### src/smai_id_store.sv
// Purpose: Package for the module access block, and the serial identity store.
// Assumes: SCL and SDA_I are synchronous to CLK and far slower than it.
// Notes: Identity store is 256 bytes behind a two-wire slave.
package smai_pkg;
  localparam int unsigned CLK_MHZ = 200;
  localparam int unsigned POWERUP_US = 100;
  localparam int unsigned POWERUP_CYC = POWERUP_US * CLK_MHZ;
  localparam int unsigned PRECHARGE_NS = 20;
  localparam int unsigned PRE_CYC = (PRECHARGE_NS * CLK_MHZ + 999) / 1000;
  localparam logic [2:0] PRE_LOAD = 3'(PRE_CYC);
  // Register byte offsets
  localparam logic [4:0] REG_CONFIG = 5'h00;
  localparam logic [4:0] REG_MODE = 5'h04;
  localparam logic [4:0] REG_BANKS = 5'h08;
  localparam logic [4:0] REG_STATUS = 5'h0c;
  localparam logic [1:0] CONFIG_RESET = 2'h0;
  localparam int unsigned STATUS_FAULT_BIT = 8;
  localparam int unsigned MODE_OK_BIT = 16;
  // Capacity codes
  localparam logic [1:0] CAP_32 = 2'h0;
  localparam logic [1:0] CAP_128 = 2'h2;
  // Mode word fields
  localparam int unsigned BURST_COUNT_LSB = 0;
  localparam int unsigned BURST_ORDER_BIT = 3;
  localparam int unsigned READ_LATENCY_LSB = 4;
  localparam int unsigned OP_MODE_LOW_BIT = 7;
  localparam int unsigned OP_MODE_HIGH_BIT = 8;
  localparam int unsigned WRITE_SINGLE_BIT = 9;
  localparam int unsigned AUTO_PRE_BIT = 10;
  localparam logic [2:0] BURST_COUNT_1 = 3'h0;
  localparam logic [2:0] BURST_COUNT_2 = 3'h1;
  localparam logic [2:0] BURST_COUNT_4 = 3'h2;
  localparam logic [2:0] BURST_COUNT_8 = 3'h3;
  localparam logic [2:0] BURST_COUNT_PAGE = 3'h7;
  localparam logic [2:0] READ_LATENCY_2 = 3'h2;
  localparam logic [2:0] READ_LATENCY_3 = 3'h3;
  // Commands as {row strobe, column strobe, write enable}, all active low
  localparam logic [2:0] CMD_LMR = 3'h0;
  localparam logic [2:0] CMD_REF = 3'h1;
  localparam logic [2:0] CMD_PRE = 3'h2;
  localparam logic [2:0] CMD_ACT = 3'h3;
  localparam logic [2:0] CMD_WRITE = 3'h4;
  localparam logic [2:0] CMD_READ = 3'h5;
  localparam logic [2:0] CMD_BST = 3'h6;
  localparam logic [2:0] CMD_IDLE = 3'h7;
  localparam logic [1:0] INIT_REFRESHES = 2'h2;
  // Serial device type code
  localparam logic [3:0] ID_DEV_TYPE = 4'ha;
  typedef enum logic [2:0] {
    INIT_WAIT = 3'h0, INIT_PRE = 3'h1, INIT_REF = 3'h3, INIT_MODE = 3'h2, INIT_READY = 3'h6
  } smai_init_e;
  typedef enum logic [2:0] {
    ID_IDLE = 3'h0, ID_DEV = 3'h1, ID_ADDR = 3'h3, ID_DATA = 3'h2, ID_READ = 3'h6
  } smai_id_e;
endpackage

`timescale 1ns/1ps

module smai_id_store (
  input wire logic CLK,
  input wire logic RST,
  input wire logic SCL,
  input wire logic SDA_I,
  output logic SDA_O,
  output logic SDA_OE_N,
  input wire logic [2:0] SA
);
  typedef struct packed {
    smai_pkg::smai_id_e st;
    logic scl_p;
    logic sda_p;
    logic [3:0] bitc;
    logic [7:0] sh;
    logic [7:0] ptr;
    logic ackph;
    logic mack;
    logic oe_n;
  } smai_id_s;

  smai_id_s q, d;
  logic [7:0] mem [256];
  logic [7:0] rdata_q;
  logic mem_we;
  logic rise, fall, start, stop;

  ////////////////////////////////////////////////////////////////////////
  always_comb begin
    d = q;
    mem_we = 1'b0;
    d.scl_p = SCL;
    d.sda_p = SDA_I;
    rise = SCL & ~q.scl_p;
    fall = ~SCL & q.scl_p;
    start = SCL & q.scl_p & q.sda_p & ~SDA_I;
    stop = SCL & q.scl_p & ~q.sda_p & SDA_I;
    if (start) begin
      d.st = smai_pkg::ID_DEV;
      d.bitc = 4'h0;
      d.ackph = 1'b0;
      d.oe_n = 1'b1;
    end else if (stop) begin
      d.st = smai_pkg::ID_IDLE;
      d.oe_n = 1'b1;
    end else if (q.st == smai_pkg::ID_READ) begin
      if (rise && q.ackph) begin
        d.mack = ~SDA_I;
      end
      if (fall) begin
        if (q.ackph) begin
          if (q.mack) begin
            d.sh = rdata_q;
            d.ptr = q.ptr + 8'h1;
            d.oe_n = rdata_q[7];
            d.bitc = 4'h1;
            d.ackph = 1'b0;
          end else begin
            d.st = smai_pkg::ID_IDLE;
            d.oe_n = 1'b1;
          end
        end else if (q.bitc == 4'h8) begin
          d.oe_n = 1'b1;
          d.ackph = 1'b1;
        end else begin
          d.sh = {q.sh[6:0], 1'b0};
          d.oe_n = q.sh[6];
          d.bitc = q.bitc + 4'h1;
        end
      end
    end else if (q.st != smai_pkg::ID_IDLE) begin
      if (rise && !q.ackph) begin
        d.sh = {q.sh[6:0], SDA_I};
        d.bitc = q.bitc + 4'h1;
      end
      if (fall && !q.ackph && q.bitc == 4'h8) begin
        d.ackph = 1'b1;
        d.oe_n = 1'b0;
        d.bitc = 4'h0;
        if (q.st == smai_pkg::ID_DEV && q.sh[7:1] != {smai_pkg::ID_DEV_TYPE, SA}) begin
          d.st = smai_pkg::ID_IDLE;
          d.ackph = 1'b0;
          d.oe_n = 1'b1;
        end else if (q.st == smai_pkg::ID_ADDR) begin
          d.ptr = q.sh;
        end else if (q.st == smai_pkg::ID_DATA) begin
          // No protect input exists, so every byte is writable
          mem_we = 1'b1;
          d.ptr = q.ptr + 8'h1;
        end
      end else if (fall && q.ackph) begin
        d.ackph = 1'b0;
        d.oe_n = 1'b1;
        if (q.st == smai_pkg::ID_DEV && q.sh[0]) begin
          d.st = smai_pkg::ID_READ;
          d.sh = rdata_q;
          d.ptr = q.ptr + 8'h1;
          d.oe_n = rdata_q[7];
          d.bitc = 4'h1;
        end else if (q.st == smai_pkg::ID_DEV) begin
          d.st = smai_pkg::ID_ADDR;
        end else begin
          d.st = smai_pkg::ID_DATA;
        end
      end
    end
  end

  ////////////////////////////////////////////////////////////////////////
  always_ff @(posedge CLK) begin
    if (RST) begin
      q <= '{st: smai_pkg::ID_IDLE, scl_p: 1'b1, sda_p: 1'b1, oe_n: 1'b1, default: '0};
    end else begin
      q <= d;
    end
  end

  // Contents survive reset, as nonvolatile storage would
  always_ff @(posedge CLK) begin
    if (mem_we) begin
      mem[q.ptr] <= q.sh;
    end
    rdata_q <= mem[q.ptr];
  end

  assign SDA_O = 1'b0;
  assign SDA_OE_N = q.oe_n;
endmodule

### src/smai_top.sv
// Purpose: Command-level model of a four-bank, 64-bit synchronous DRAM module.
// Assumes: Array storage lives outside, read combinationally from ARRAY_* outputs.
// Notes: Misuse by the controller sets a sticky fault bit instead of failing.
//
// The address map and register access over Avalon-MM were left to the implementer.
`timescale 1ns/1ps

module smai_top #(
  parameter int unsigned POWERUP_CYCLES = smai_pkg::POWERUP_CYC
) (
  input wire logic CLK,
  input wire logic RST,
  input wire logic CS_N,
  input wire logic RAS_N,
  input wire logic CAS_N,
  input wire logic WE_N,
  input wire logic BANK_SELECT_LOW,
  input wire logic BANK_SELECT_HIGH,
  input wire logic [12:0] ADDR,
  input wire logic [7:0] DQM,
  input wire logic [63:0] DQ_I,
  output logic [63:0] DQ_O,
  output logic [7:0] DQ_OE_N,
  input wire logic SCL,
  input wire logic SDA_I,
  output logic SDA_O,
  output logic SDA_OE_N,
  input wire logic [2:0] SA,
  output logic ARRAY_WE,
  output logic ARRAY_RE,
  output logic [1:0] ARRAY_BANK,
  output logic [12:0] ARRAY_ROW,
  output logic [8:0] ARRAY_COL,
  output logic [63:0] ARRAY_WDATA,
  output logic [7:0] ARRAY_MASK,
  input wire logic [63:0] ARRAY_RDATA,
  input wire logic [4:0] AVS_ADDRESS,
  input wire logic AVS_READ,
  input wire logic AVS_WRITE,
  input wire logic [31:0] AVS_WRITEDATA,
  input wire logic [3:0] AVS_BYTEENABLE,
  output logic [31:0] AVS_READDATA,
  output logic AVS_WAITREQUEST
);
  typedef struct packed {
    smai_pkg::smai_init_e init;
    logic [14:0] pu_cnt;
    logic pu_done;
    logic [1:0] ref_cnt;
    logic [11:0] mode;
    logic mode_ok;
    logic [1:0] cap;
    logic fault;
    logic [3:0] open;
    logic [3:0][12:0] row;
    logic [3:0][2:0] pcnt;
    logic b_act;
    logic b_wr;
    logic [1:0] b_bank;
    logic [8:0] b_base;
    logic [8:0] b_k;
    logic [8:0] b_mask;
    logic b_page;
    logic b_ilv;
    logic b_ap;
    logic a_we;
    logic a_re;
    logic [1:0] a_bank;
    logic [12:0] a_row;
    logic [8:0] a_col;
    logic [63:0] a_wd;
    logic [7:0] a_msk;
    logic rv;
    logic [63:0] st;
    logic [63:0] dq;
    logic [7:0] oe_n;
    logic [7:0] dqm;
    logic ack;
    logic [31:0] rd;
  } smai_core_s;

  smai_core_s q, d;
  logic [2:0] cmd;
  logic [1:0] bank;
  logic [8:0] colmask, msk;
  logic [12:0] rowmask;
  logic [3:0] pbusy;
  logic all_idle, req, drive, rl3, bad_bl;
  logic [2:0] bl;
  logic [31:0] regval;

  // Column within an aligned block: sequential adds, interleaved xors
  function automatic logic [8:0] col_of(input logic [8:0] base, input logic [8:0] k,
                                        input logic [8:0] mask, input logic ilv);
    logic [8:0] off;
    off = ilv ? (base ^ k) : (base + k);
    return (base & ~mask) | (off & mask);
  endfunction

  ////////////////////////////////////////////////////////////////////////
  smai_id_store u_id (
    .CLK(CLK),
    .RST(RST),
    .SCL(SCL),
    .SDA_I(SDA_I),
    .SDA_O(SDA_O),
    .SDA_OE_N(SDA_OE_N),
    .SA(SA)
  );

  ////////////////////////////////////////////////////////////////////////
  always_comb begin
    d = q;
    cmd = CS_N ? smai_pkg::CMD_IDLE : {RAS_N, CAS_N, WE_N};
    bank = {BANK_SELECT_HIGH, BANK_SELECT_LOW};
    colmask = (q.cap == smai_pkg::CAP_32) ? 9'h0ff : 9'h1ff;
    rowmask = (q.cap == smai_pkg::CAP_128) ? 13'h1fff : 13'h0fff;
    for (int i = 0; i < 4; i++) begin
      pbusy[i] = q.pcnt[i] != 3'h0;
    end
    all_idle = (q.open == 4'h0) && (pbusy == 4'h0);
    rl3 = q.mode[smai_pkg::READ_LATENCY_LSB +: 3] != smai_pkg::READ_LATENCY_2;
    bl = q.mode[smai_pkg::BURST_COUNT_LSB +: 3];
    bad_bl = 1'b0;
    msk = 9'h0;
    case (bl)
      smai_pkg::BURST_COUNT_1: msk = 9'h0;
      smai_pkg::BURST_COUNT_2: msk = 9'h1;
      smai_pkg::BURST_COUNT_4: msk = 9'h3;
      smai_pkg::BURST_COUNT_8: msk = 9'h7;
      smai_pkg::BURST_COUNT_PAGE: msk = colmask;
      default: bad_bl = 1'b1;
    endcase
    // Bus: one wait cycle, then the answer; writes act on the answer edge
    req = AVS_READ | AVS_WRITE;
    d.ack = req & ~q.ack;
    regval = 32'h0;
    if (AVS_ADDRESS == smai_pkg::REG_CONFIG) begin
      regval = {30'h0, q.cap};
    end else if (AVS_ADDRESS == smai_pkg::REG_MODE) begin
      regval = {15'h0, q.mode_ok, 4'h0, q.mode};
    end else if (AVS_ADDRESS == smai_pkg::REG_BANKS) begin
      regval = {23'h0, q.b_act, pbusy, q.open};
    end else if (AVS_ADDRESS == smai_pkg::REG_STATUS) begin
      regval = {23'h0, q.fault, 3'h0, q.pu_done, 1'b0, q.init};
    end
    if (req && !q.ack) begin
      d.rd = regval;
    end
    if (AVS_WRITE && q.ack && AVS_BYTEENABLE[0]) begin
      if (AVS_ADDRESS == smai_pkg::REG_CONFIG) begin
        d.cap = AVS_WRITEDATA[1:0];
      end else if (AVS_ADDRESS == smai_pkg::REG_STATUS) begin
        if (AVS_WRITEDATA[smai_pkg::STATUS_FAULT_BIT]) begin
          d.fault = 1'b0;
        end
      end
    end
    // Power-up wait
    if (!q.pu_done) begin
      d.pu_cnt = q.pu_cnt + 15'h1;
      if (q.pu_cnt == 15'(POWERUP_CYCLES - 1)) begin
        d.pu_done = 1'b1;
      end
      if (cmd != smai_pkg::CMD_IDLE) begin
        d.fault = 1'b1;
      end
    end
    // Each bank times its own precharge, so others stay usable
    for (int i = 0; i < 4; i++) begin
      if (pbusy[i]) begin
        d.pcnt[i] = q.pcnt[i] - 3'h1;
      end
    end
    // Burst continuation, one column per clock
    d.a_we = 1'b0;
    d.a_re = 1'b0;
    if (q.b_act) begin
      d.a_we = q.b_wr;
      d.a_re = ~q.b_wr;
      d.a_bank = q.b_bank;
      d.a_row = q.row[q.b_bank];
      d.a_col = col_of(q.b_base, q.b_k, q.b_mask, q.b_ilv);
      d.a_wd = DQ_I;
      d.a_msk = DQM;
      d.b_k = (q.b_k + 9'h1) & q.b_mask;
      if (q.b_k == q.b_mask && !q.b_page) begin
        d.b_act = 1'b0;
        if (q.b_ap) begin
          d.open[q.b_bank] = 1'b0;
          d.pcnt[q.b_bank] = smai_pkg::PRE_LOAD;
        end
      end
    end
    if (cmd != smai_pkg::CMD_IDLE && cmd != smai_pkg::CMD_LMR && cmd != smai_pkg::CMD_REF
        && cmd != smai_pkg::CMD_PRE && !q.mode_ok) begin
      d.fault = 1'b1;
    end
    case (cmd)
      smai_pkg::CMD_ACT: begin
        if (q.open[bank] || pbusy[bank]) begin
          d.fault = 1'b1;
        end else begin
          d.open[bank] = 1'b1;
          d.row[bank] = ADDR & rowmask;
        end
      end
      smai_pkg::CMD_READ, smai_pkg::CMD_WRITE: begin
        if (!q.open[bank]) begin
          d.fault = 1'b1;
        end else begin
          if (bad_bl || q.mode[smai_pkg::OP_MODE_LOW_BIT] || q.mode[smai_pkg::OP_MODE_HIGH_BIT]
              || (bl == smai_pkg::BURST_COUNT_PAGE && q.mode[smai_pkg::BURST_ORDER_BIT])) begin
            d.fault = 1'b1;
          end
          d.b_wr = ~WE_N;
          if (~WE_N && q.mode[smai_pkg::WRITE_SINGLE_BIT]) begin
            msk = 9'h0;
          end
          // A fresh column command replaces any burst in flight
          d.b_bank = bank;
          d.b_base = ADDR[8:0] & colmask;
          d.b_mask = msk;
          d.b_k = 9'h1 & msk;
          d.b_page = (bl == smai_pkg::BURST_COUNT_PAGE) && (msk != 9'h0);
          d.b_ilv = q.mode[smai_pkg::BURST_ORDER_BIT] && !d.b_page;
          d.b_ap = ADDR[smai_pkg::AUTO_PRE_BIT];
          d.b_act = msk != 9'h0;
          d.a_we = ~WE_N;
          d.a_re = WE_N;
          d.a_bank = bank;
          d.a_row = q.row[bank];
          d.a_col = ADDR[8:0] & colmask;
          d.a_wd = DQ_I;
          d.a_msk = DQM;
          if (msk == 9'h0 && ADDR[smai_pkg::AUTO_PRE_BIT]) begin
            d.open[bank] = 1'b0;
            d.pcnt[bank] = smai_pkg::PRE_LOAD;
          end
        end
      end
      smai_pkg::CMD_BST: d.b_act = 1'b0;
      smai_pkg::CMD_PRE: begin
        for (int i = 0; i < 4; i++) begin
          if ((ADDR[smai_pkg::AUTO_PRE_BIT] || bank == 2'(i)) && q.open[i]) begin
            d.open[i] = 1'b0;
            d.pcnt[i] = smai_pkg::PRE_LOAD;
            if (q.b_act && q.b_bank == 2'(i)) begin
              d.b_act = 1'b0;
            end
          end
        end
        if (q.init == smai_pkg::INIT_PRE && ADDR[smai_pkg::AUTO_PRE_BIT]) begin
          d.init = smai_pkg::INIT_REF;
        end
      end
      smai_pkg::CMD_REF: begin
        if (!all_idle) begin
          d.fault = 1'b1;
        end else if (q.init == smai_pkg::INIT_REF) begin
          d.ref_cnt = q.ref_cnt + 2'h1;
          if (q.ref_cnt + 2'h1 == smai_pkg::INIT_REFRESHES) begin
            d.init = smai_pkg::INIT_MODE;
          end
        end
      end
      smai_pkg::CMD_LMR: begin
        if (!all_idle) begin
          d.fault = 1'b1;
        end else begin
          d.mode = ADDR[11:0];
          d.mode_ok = 1'b1;
          if (q.init == smai_pkg::INIT_MODE) begin
            d.init = smai_pkg::INIT_READY;
          end
        end
      end
      default: d.fault = d.fault;
    endcase
    if (q.init == smai_pkg::INIT_WAIT && q.pu_done) begin
      d.init = smai_pkg::INIT_PRE;
    end
    // Read return: latency 2 drives straight from the array, 3 adds a stage
    d.rv = q.a_re;
    d.st = ARRAY_RDATA;
    drive = rl3 ? q.rv : q.a_re;
    if (drive) begin
      d.dq = rl3 ? q.st : ARRAY_RDATA;
    end
    // Mask seen one edge earlier gives the two-clock turn-off
    d.oe_n = {8{~drive}} | q.dqm;
    d.dqm = DQM;
  end

  ////////////////////////////////////////////////////////////////////////
  always_ff @(posedge CLK) begin
    if (RST) begin
      q <= '{init: smai_pkg::INIT_WAIT, cap: smai_pkg::CONFIG_RESET, oe_n: 8'hff, default: '0};
    end else begin
      q <= d;
    end
  end

  assign DQ_O = q.dq;
  assign DQ_OE_N = q.oe_n;
  assign ARRAY_WE = q.a_we;
  assign ARRAY_RE = q.a_re;
  assign ARRAY_BANK = q.a_bank;
  assign ARRAY_ROW = q.a_row;
  assign ARRAY_COL = q.a_col;
  assign ARRAY_WDATA = q.a_wd;
  assign ARRAY_MASK = q.a_msk;
  assign AVS_READDATA = q.rd;
  assign AVS_WAITREQUEST = req & ~q.ack;
endmodule

### config.mk
export PLATFORM = sky130hd
export DESIGN_NAME = smai_top
export DESIGN_NICKNAME = d
export VERILOG_FILES = /design/src/smai_id_store.sv /design/src/smai_top.sv
export SDC_FILE = /design/constraint.sdc
export NUM_CORES = 2
export LEC_CHECK = 0
export ABC_AREA = 1
export BUFFER_PORTS_ARGS = -buffer_cell sky130_fd_sc_hd__buf_2
export CAP_MARGIN = 20
export CORE_UTILIZATION = 35
export DETAILED_ROUTE_END_ITERATION = 8
export GPL_ROUTABILITY_DRIVEN = 1
export MAX_ROUTING_LAYER = met4
export PLACE_DENSITY_LB_ADDON = 0.05
export SKIP_LAST_GASP = 1
export SLEW_MARGIN = 30
export SYNTH_ARGS = -nofsm -noshare
export SYNTH_HDL_FRONTEND = slang
export SYNTH_SLANG_ARGS = --single-unit
### constraint.sdc
create_clock -name CLK -period 5.9 [get_ports CLK]
set_input_delay 1.18 -clock CLK [delete_from_list [all_inputs] [get_ports CLK]]
set_output_delay 1.18 -clock CLK [all_outputs]
set_load 0.05 [all_outputs]
==> summary.txt <==
Placed design
  – RD Place Congestion: 0.833
  – HPWL Detailed: 195 mm
  – DP Area: 109000 um^2
  – IO buf count: 357
  – Cell Count Post-Placement: 14100

Timing
  – Setup tns final: 0 ns
  – Setup violators final: 0
  – RSZ-0062 raised after global routing: false
  – Measured slew at the worst slew-check pin: 0.969 ns
  – Final worst path period share: 68.2%
  – Slew headroom: 34.7%
  – Fin crit period: 4.03 ns
  – Slew Viols, Final: 0
  – F_max: 0.248 GHz
  – Final hold slack: 0.407 ns
  – Final hold vios: 0
  – Worst Clk Skew: 0.0270 ns

Drt
  – DR pass1 iterations: 8
  – WL final: 333 mm
  – Routed vias: 72400
  – Vias per cell: 4.96
  – Routed wire per std cell: 22.8 um
  – DRC Markers: 0
  – Routed Antenna Nets: 0
  – Starting DRT DRC Count: 5781

Floorplan
  – Die W: 547 um
  – Core ar.: 295000 um^2
  – Num rows: 199
  – Initial cell density of the core: 35.2%
  – Die H: 547 um
  – IO Count: 410
  – Area of the die: 299000 um^2

Synth
  – Main area contributors after synthesis: edfxtp_1, nand2_1, dfxtp_1, nor2_1, o21ai_0
  – Synth top area share: 59.2%
  – Synth cell count leaders: nand2_1, edfxtp_1, nor2_1
  – Post-synthesis sequential area ratio: 67.5%
  – Avg Inst Size Synth: 10.1 um^2
  – #FFs+latches synth: 2476
  – Synth area leader: edfxtp_1
  – Most common cell in the synthesized netlist: nand2_1
  – Library cells used by synthesis: 52
  – Post-Synthesis Cell Area: 104000 um^2
  – FFs w/ async S/R, synth: 0%
  – EDFF count, synth: 2048
  – Mapped Cells: 10300
  – Warnings from Yosys: 0
  – Primary FF master, synth: edfxtp_1

Clock tree
  – Clock latency on the worst-skew pair: 0.90 ns
  – # clock sinks: 2476
  – Post-CTS sizing: 0
  – Clock tree from TritonCTS: yes
  – Post-CTS Setup Inserts: 0
  – TritonCTS buffer count: 291
  – Max Root-Sink Buffers: 4
  – H-Tree Depth: 5
  – Root Buffer: clkbuf_16
  – CTS Hold Bufs: 0
  – Clock-pin transition on the worst setup and hold timing paths: 0.06 ns

Setup path
  – Crit end category: register
  – Req. time, crit path: 6.43 ns
  – Critical Path AT: 4.56 ns
  – Max stage delay cell, worst path: dfxtp_4
  – Crit-path max FO: 63
  – CP cell instances: buf_12 -> ha_1 -> nand2_1 -> nor2_1 -> inv_1 -> buf_4 -> nor2_1
  – Most common cell on crit path: nor2_1
  – Crit path launch type: register
  – Crit Path Class: reg -> reg
  – CP max stage delay: 0.93 ns

Global route
  – Grt total ovfl: 0
  – First-pass GRT wire length: 489 mm
  – Largest net degree at the start of global routing: 160
  – Gr usage total: 22.5%
  – Initial antenna violation count: 18
  – Vias in the first global route: 71100

Final layout
  – Nets: 10700
  – Layout Cells excl Fill: 14600
  – Layout area overhead: 13.8%
  – Fillers: 28800
  – Layout cell share with drive strength beyond 1: 10.0%
  – Fin area: 118000 um^2

Power
  – Lkg Pwr: 44.3 nW
  – Design Power: 37.7 mW
  – Peak supply drop: 0.197 mV
  – Pwr per Cell Area: 319 nW/um^2

Status
  – Status: finished, final reports clean

Hold path
  – Hold crit path type: reg -> reg

Flow run
  – Number of max-cap violations: 0
final cells by class:
| cell class | instances | area (um^2) | share of cell area [%] |
|---|---|---|---|
| clock buffer | 381 | 7890 | 6.68 |
| inverter | 565 | 2150 | 1.82 |
| clock inverter | 138 | 1120 | 0.950 |
| timing repair buffer | 614 | 4120 | 3.49 |
| multi-input combinational | 6481 | 27800 | 23.5 |
| antenna | 10 | 25.0 | 0.0212 |
| sequential | 2476 | 70100 | 59.3 |
| tap | 3919 | 4900 | 4.15 |
cell usage in the layout (no fill, tap or decap), types with 42 or more instances in the layout:
master     instances
a31oi_1           83
nor2_1          2011
nand3_1          185
buf_2            356
o22ai_1           80
clkbuf_16        300
o21ai_1           80
edfxtp_1        2048
o21ai_0         1125
inv_1            550
clkinv_1          62
nand2_1         2467
clkinv_2          42
dfxtp_1          418
clkbuf_1          73
a21oi_1          175
buf_4            224
per-layer routing:
layer	global-route usage [%]	vias to the layer above	wire length, um
li1	-	34500	-
met1	30.8	35500	154000
met2	35.7	1928	155000
met3	2.83	455	17200
met4	5.23	0	7610
met5	-	-	0
where the power goes:
| part | leakage, nW | switching (mW) | internal [mW] |
|---|---|---|---|
| logic | 18.6 | 0.889 | 0.254 |
| clock network | 4.40 | 7.33 | 10.0 |
| registers | 21.3 | 0.110 | 19.1 |
cells by family after synthesis:
group	Yosys count	share of synthesized area, %
and+or+nand+nor	4780	17.8
DFF	2476	67.5
AOI/OAI and AO/OA	1623	8.25
buffers and inverters	1315	5.88
adders and majority gates	27	0.333
xor gates and xnor gates	18	0.152
muxes	13	0.127
other	1	0.00361
per-stage QoR:
stage          util, %  setup WS [ns]
2_1_floorplan        -          0.970
3_3_place_gp      37.0           1.12
3_5_place_dp      37.0           1.55
4_1_cts           40.1           1.89
5_1_grt           40.1           1.78
6_report          40.1           1.87
state kept, by name, indices dropped and copies added, names as in the netlist, 9 cells and up, named ones only:
signal        cells
ARRAY_COL         9
ARRAY_ROW        13
ARRAY_WDATA      64
AVS_READDATA     13
DQ_O             64
q               154
u_id.mem       2048
u_id.q           27
worst max-delay path: cells and delay by family (launching register included):
kind | cells | cell delay [ns]
fa+ha+maj | 1 | 0.46
buf+inv | 3 | 1.13
flops | 1 | 0.93
simple gates | 3 | 1.06
final timing paths:
check | depth (start not counted) | end | slack [ns] | startpoint
setup / recovery | 7 | u_id.mem[215][5] | 1.87 | u_id.q[4]
hold / removal | 2 | DQ_OE_N[2] | 0.41 | q[35]
setup reg to reg | 7 | u_id.mem[215][5] | 1.87 | u_id.q[4]
hold reg to reg | 2 | DQ_OE_N[2] | 0.41 | q[35]
Power figures use the tool's default switching activity.
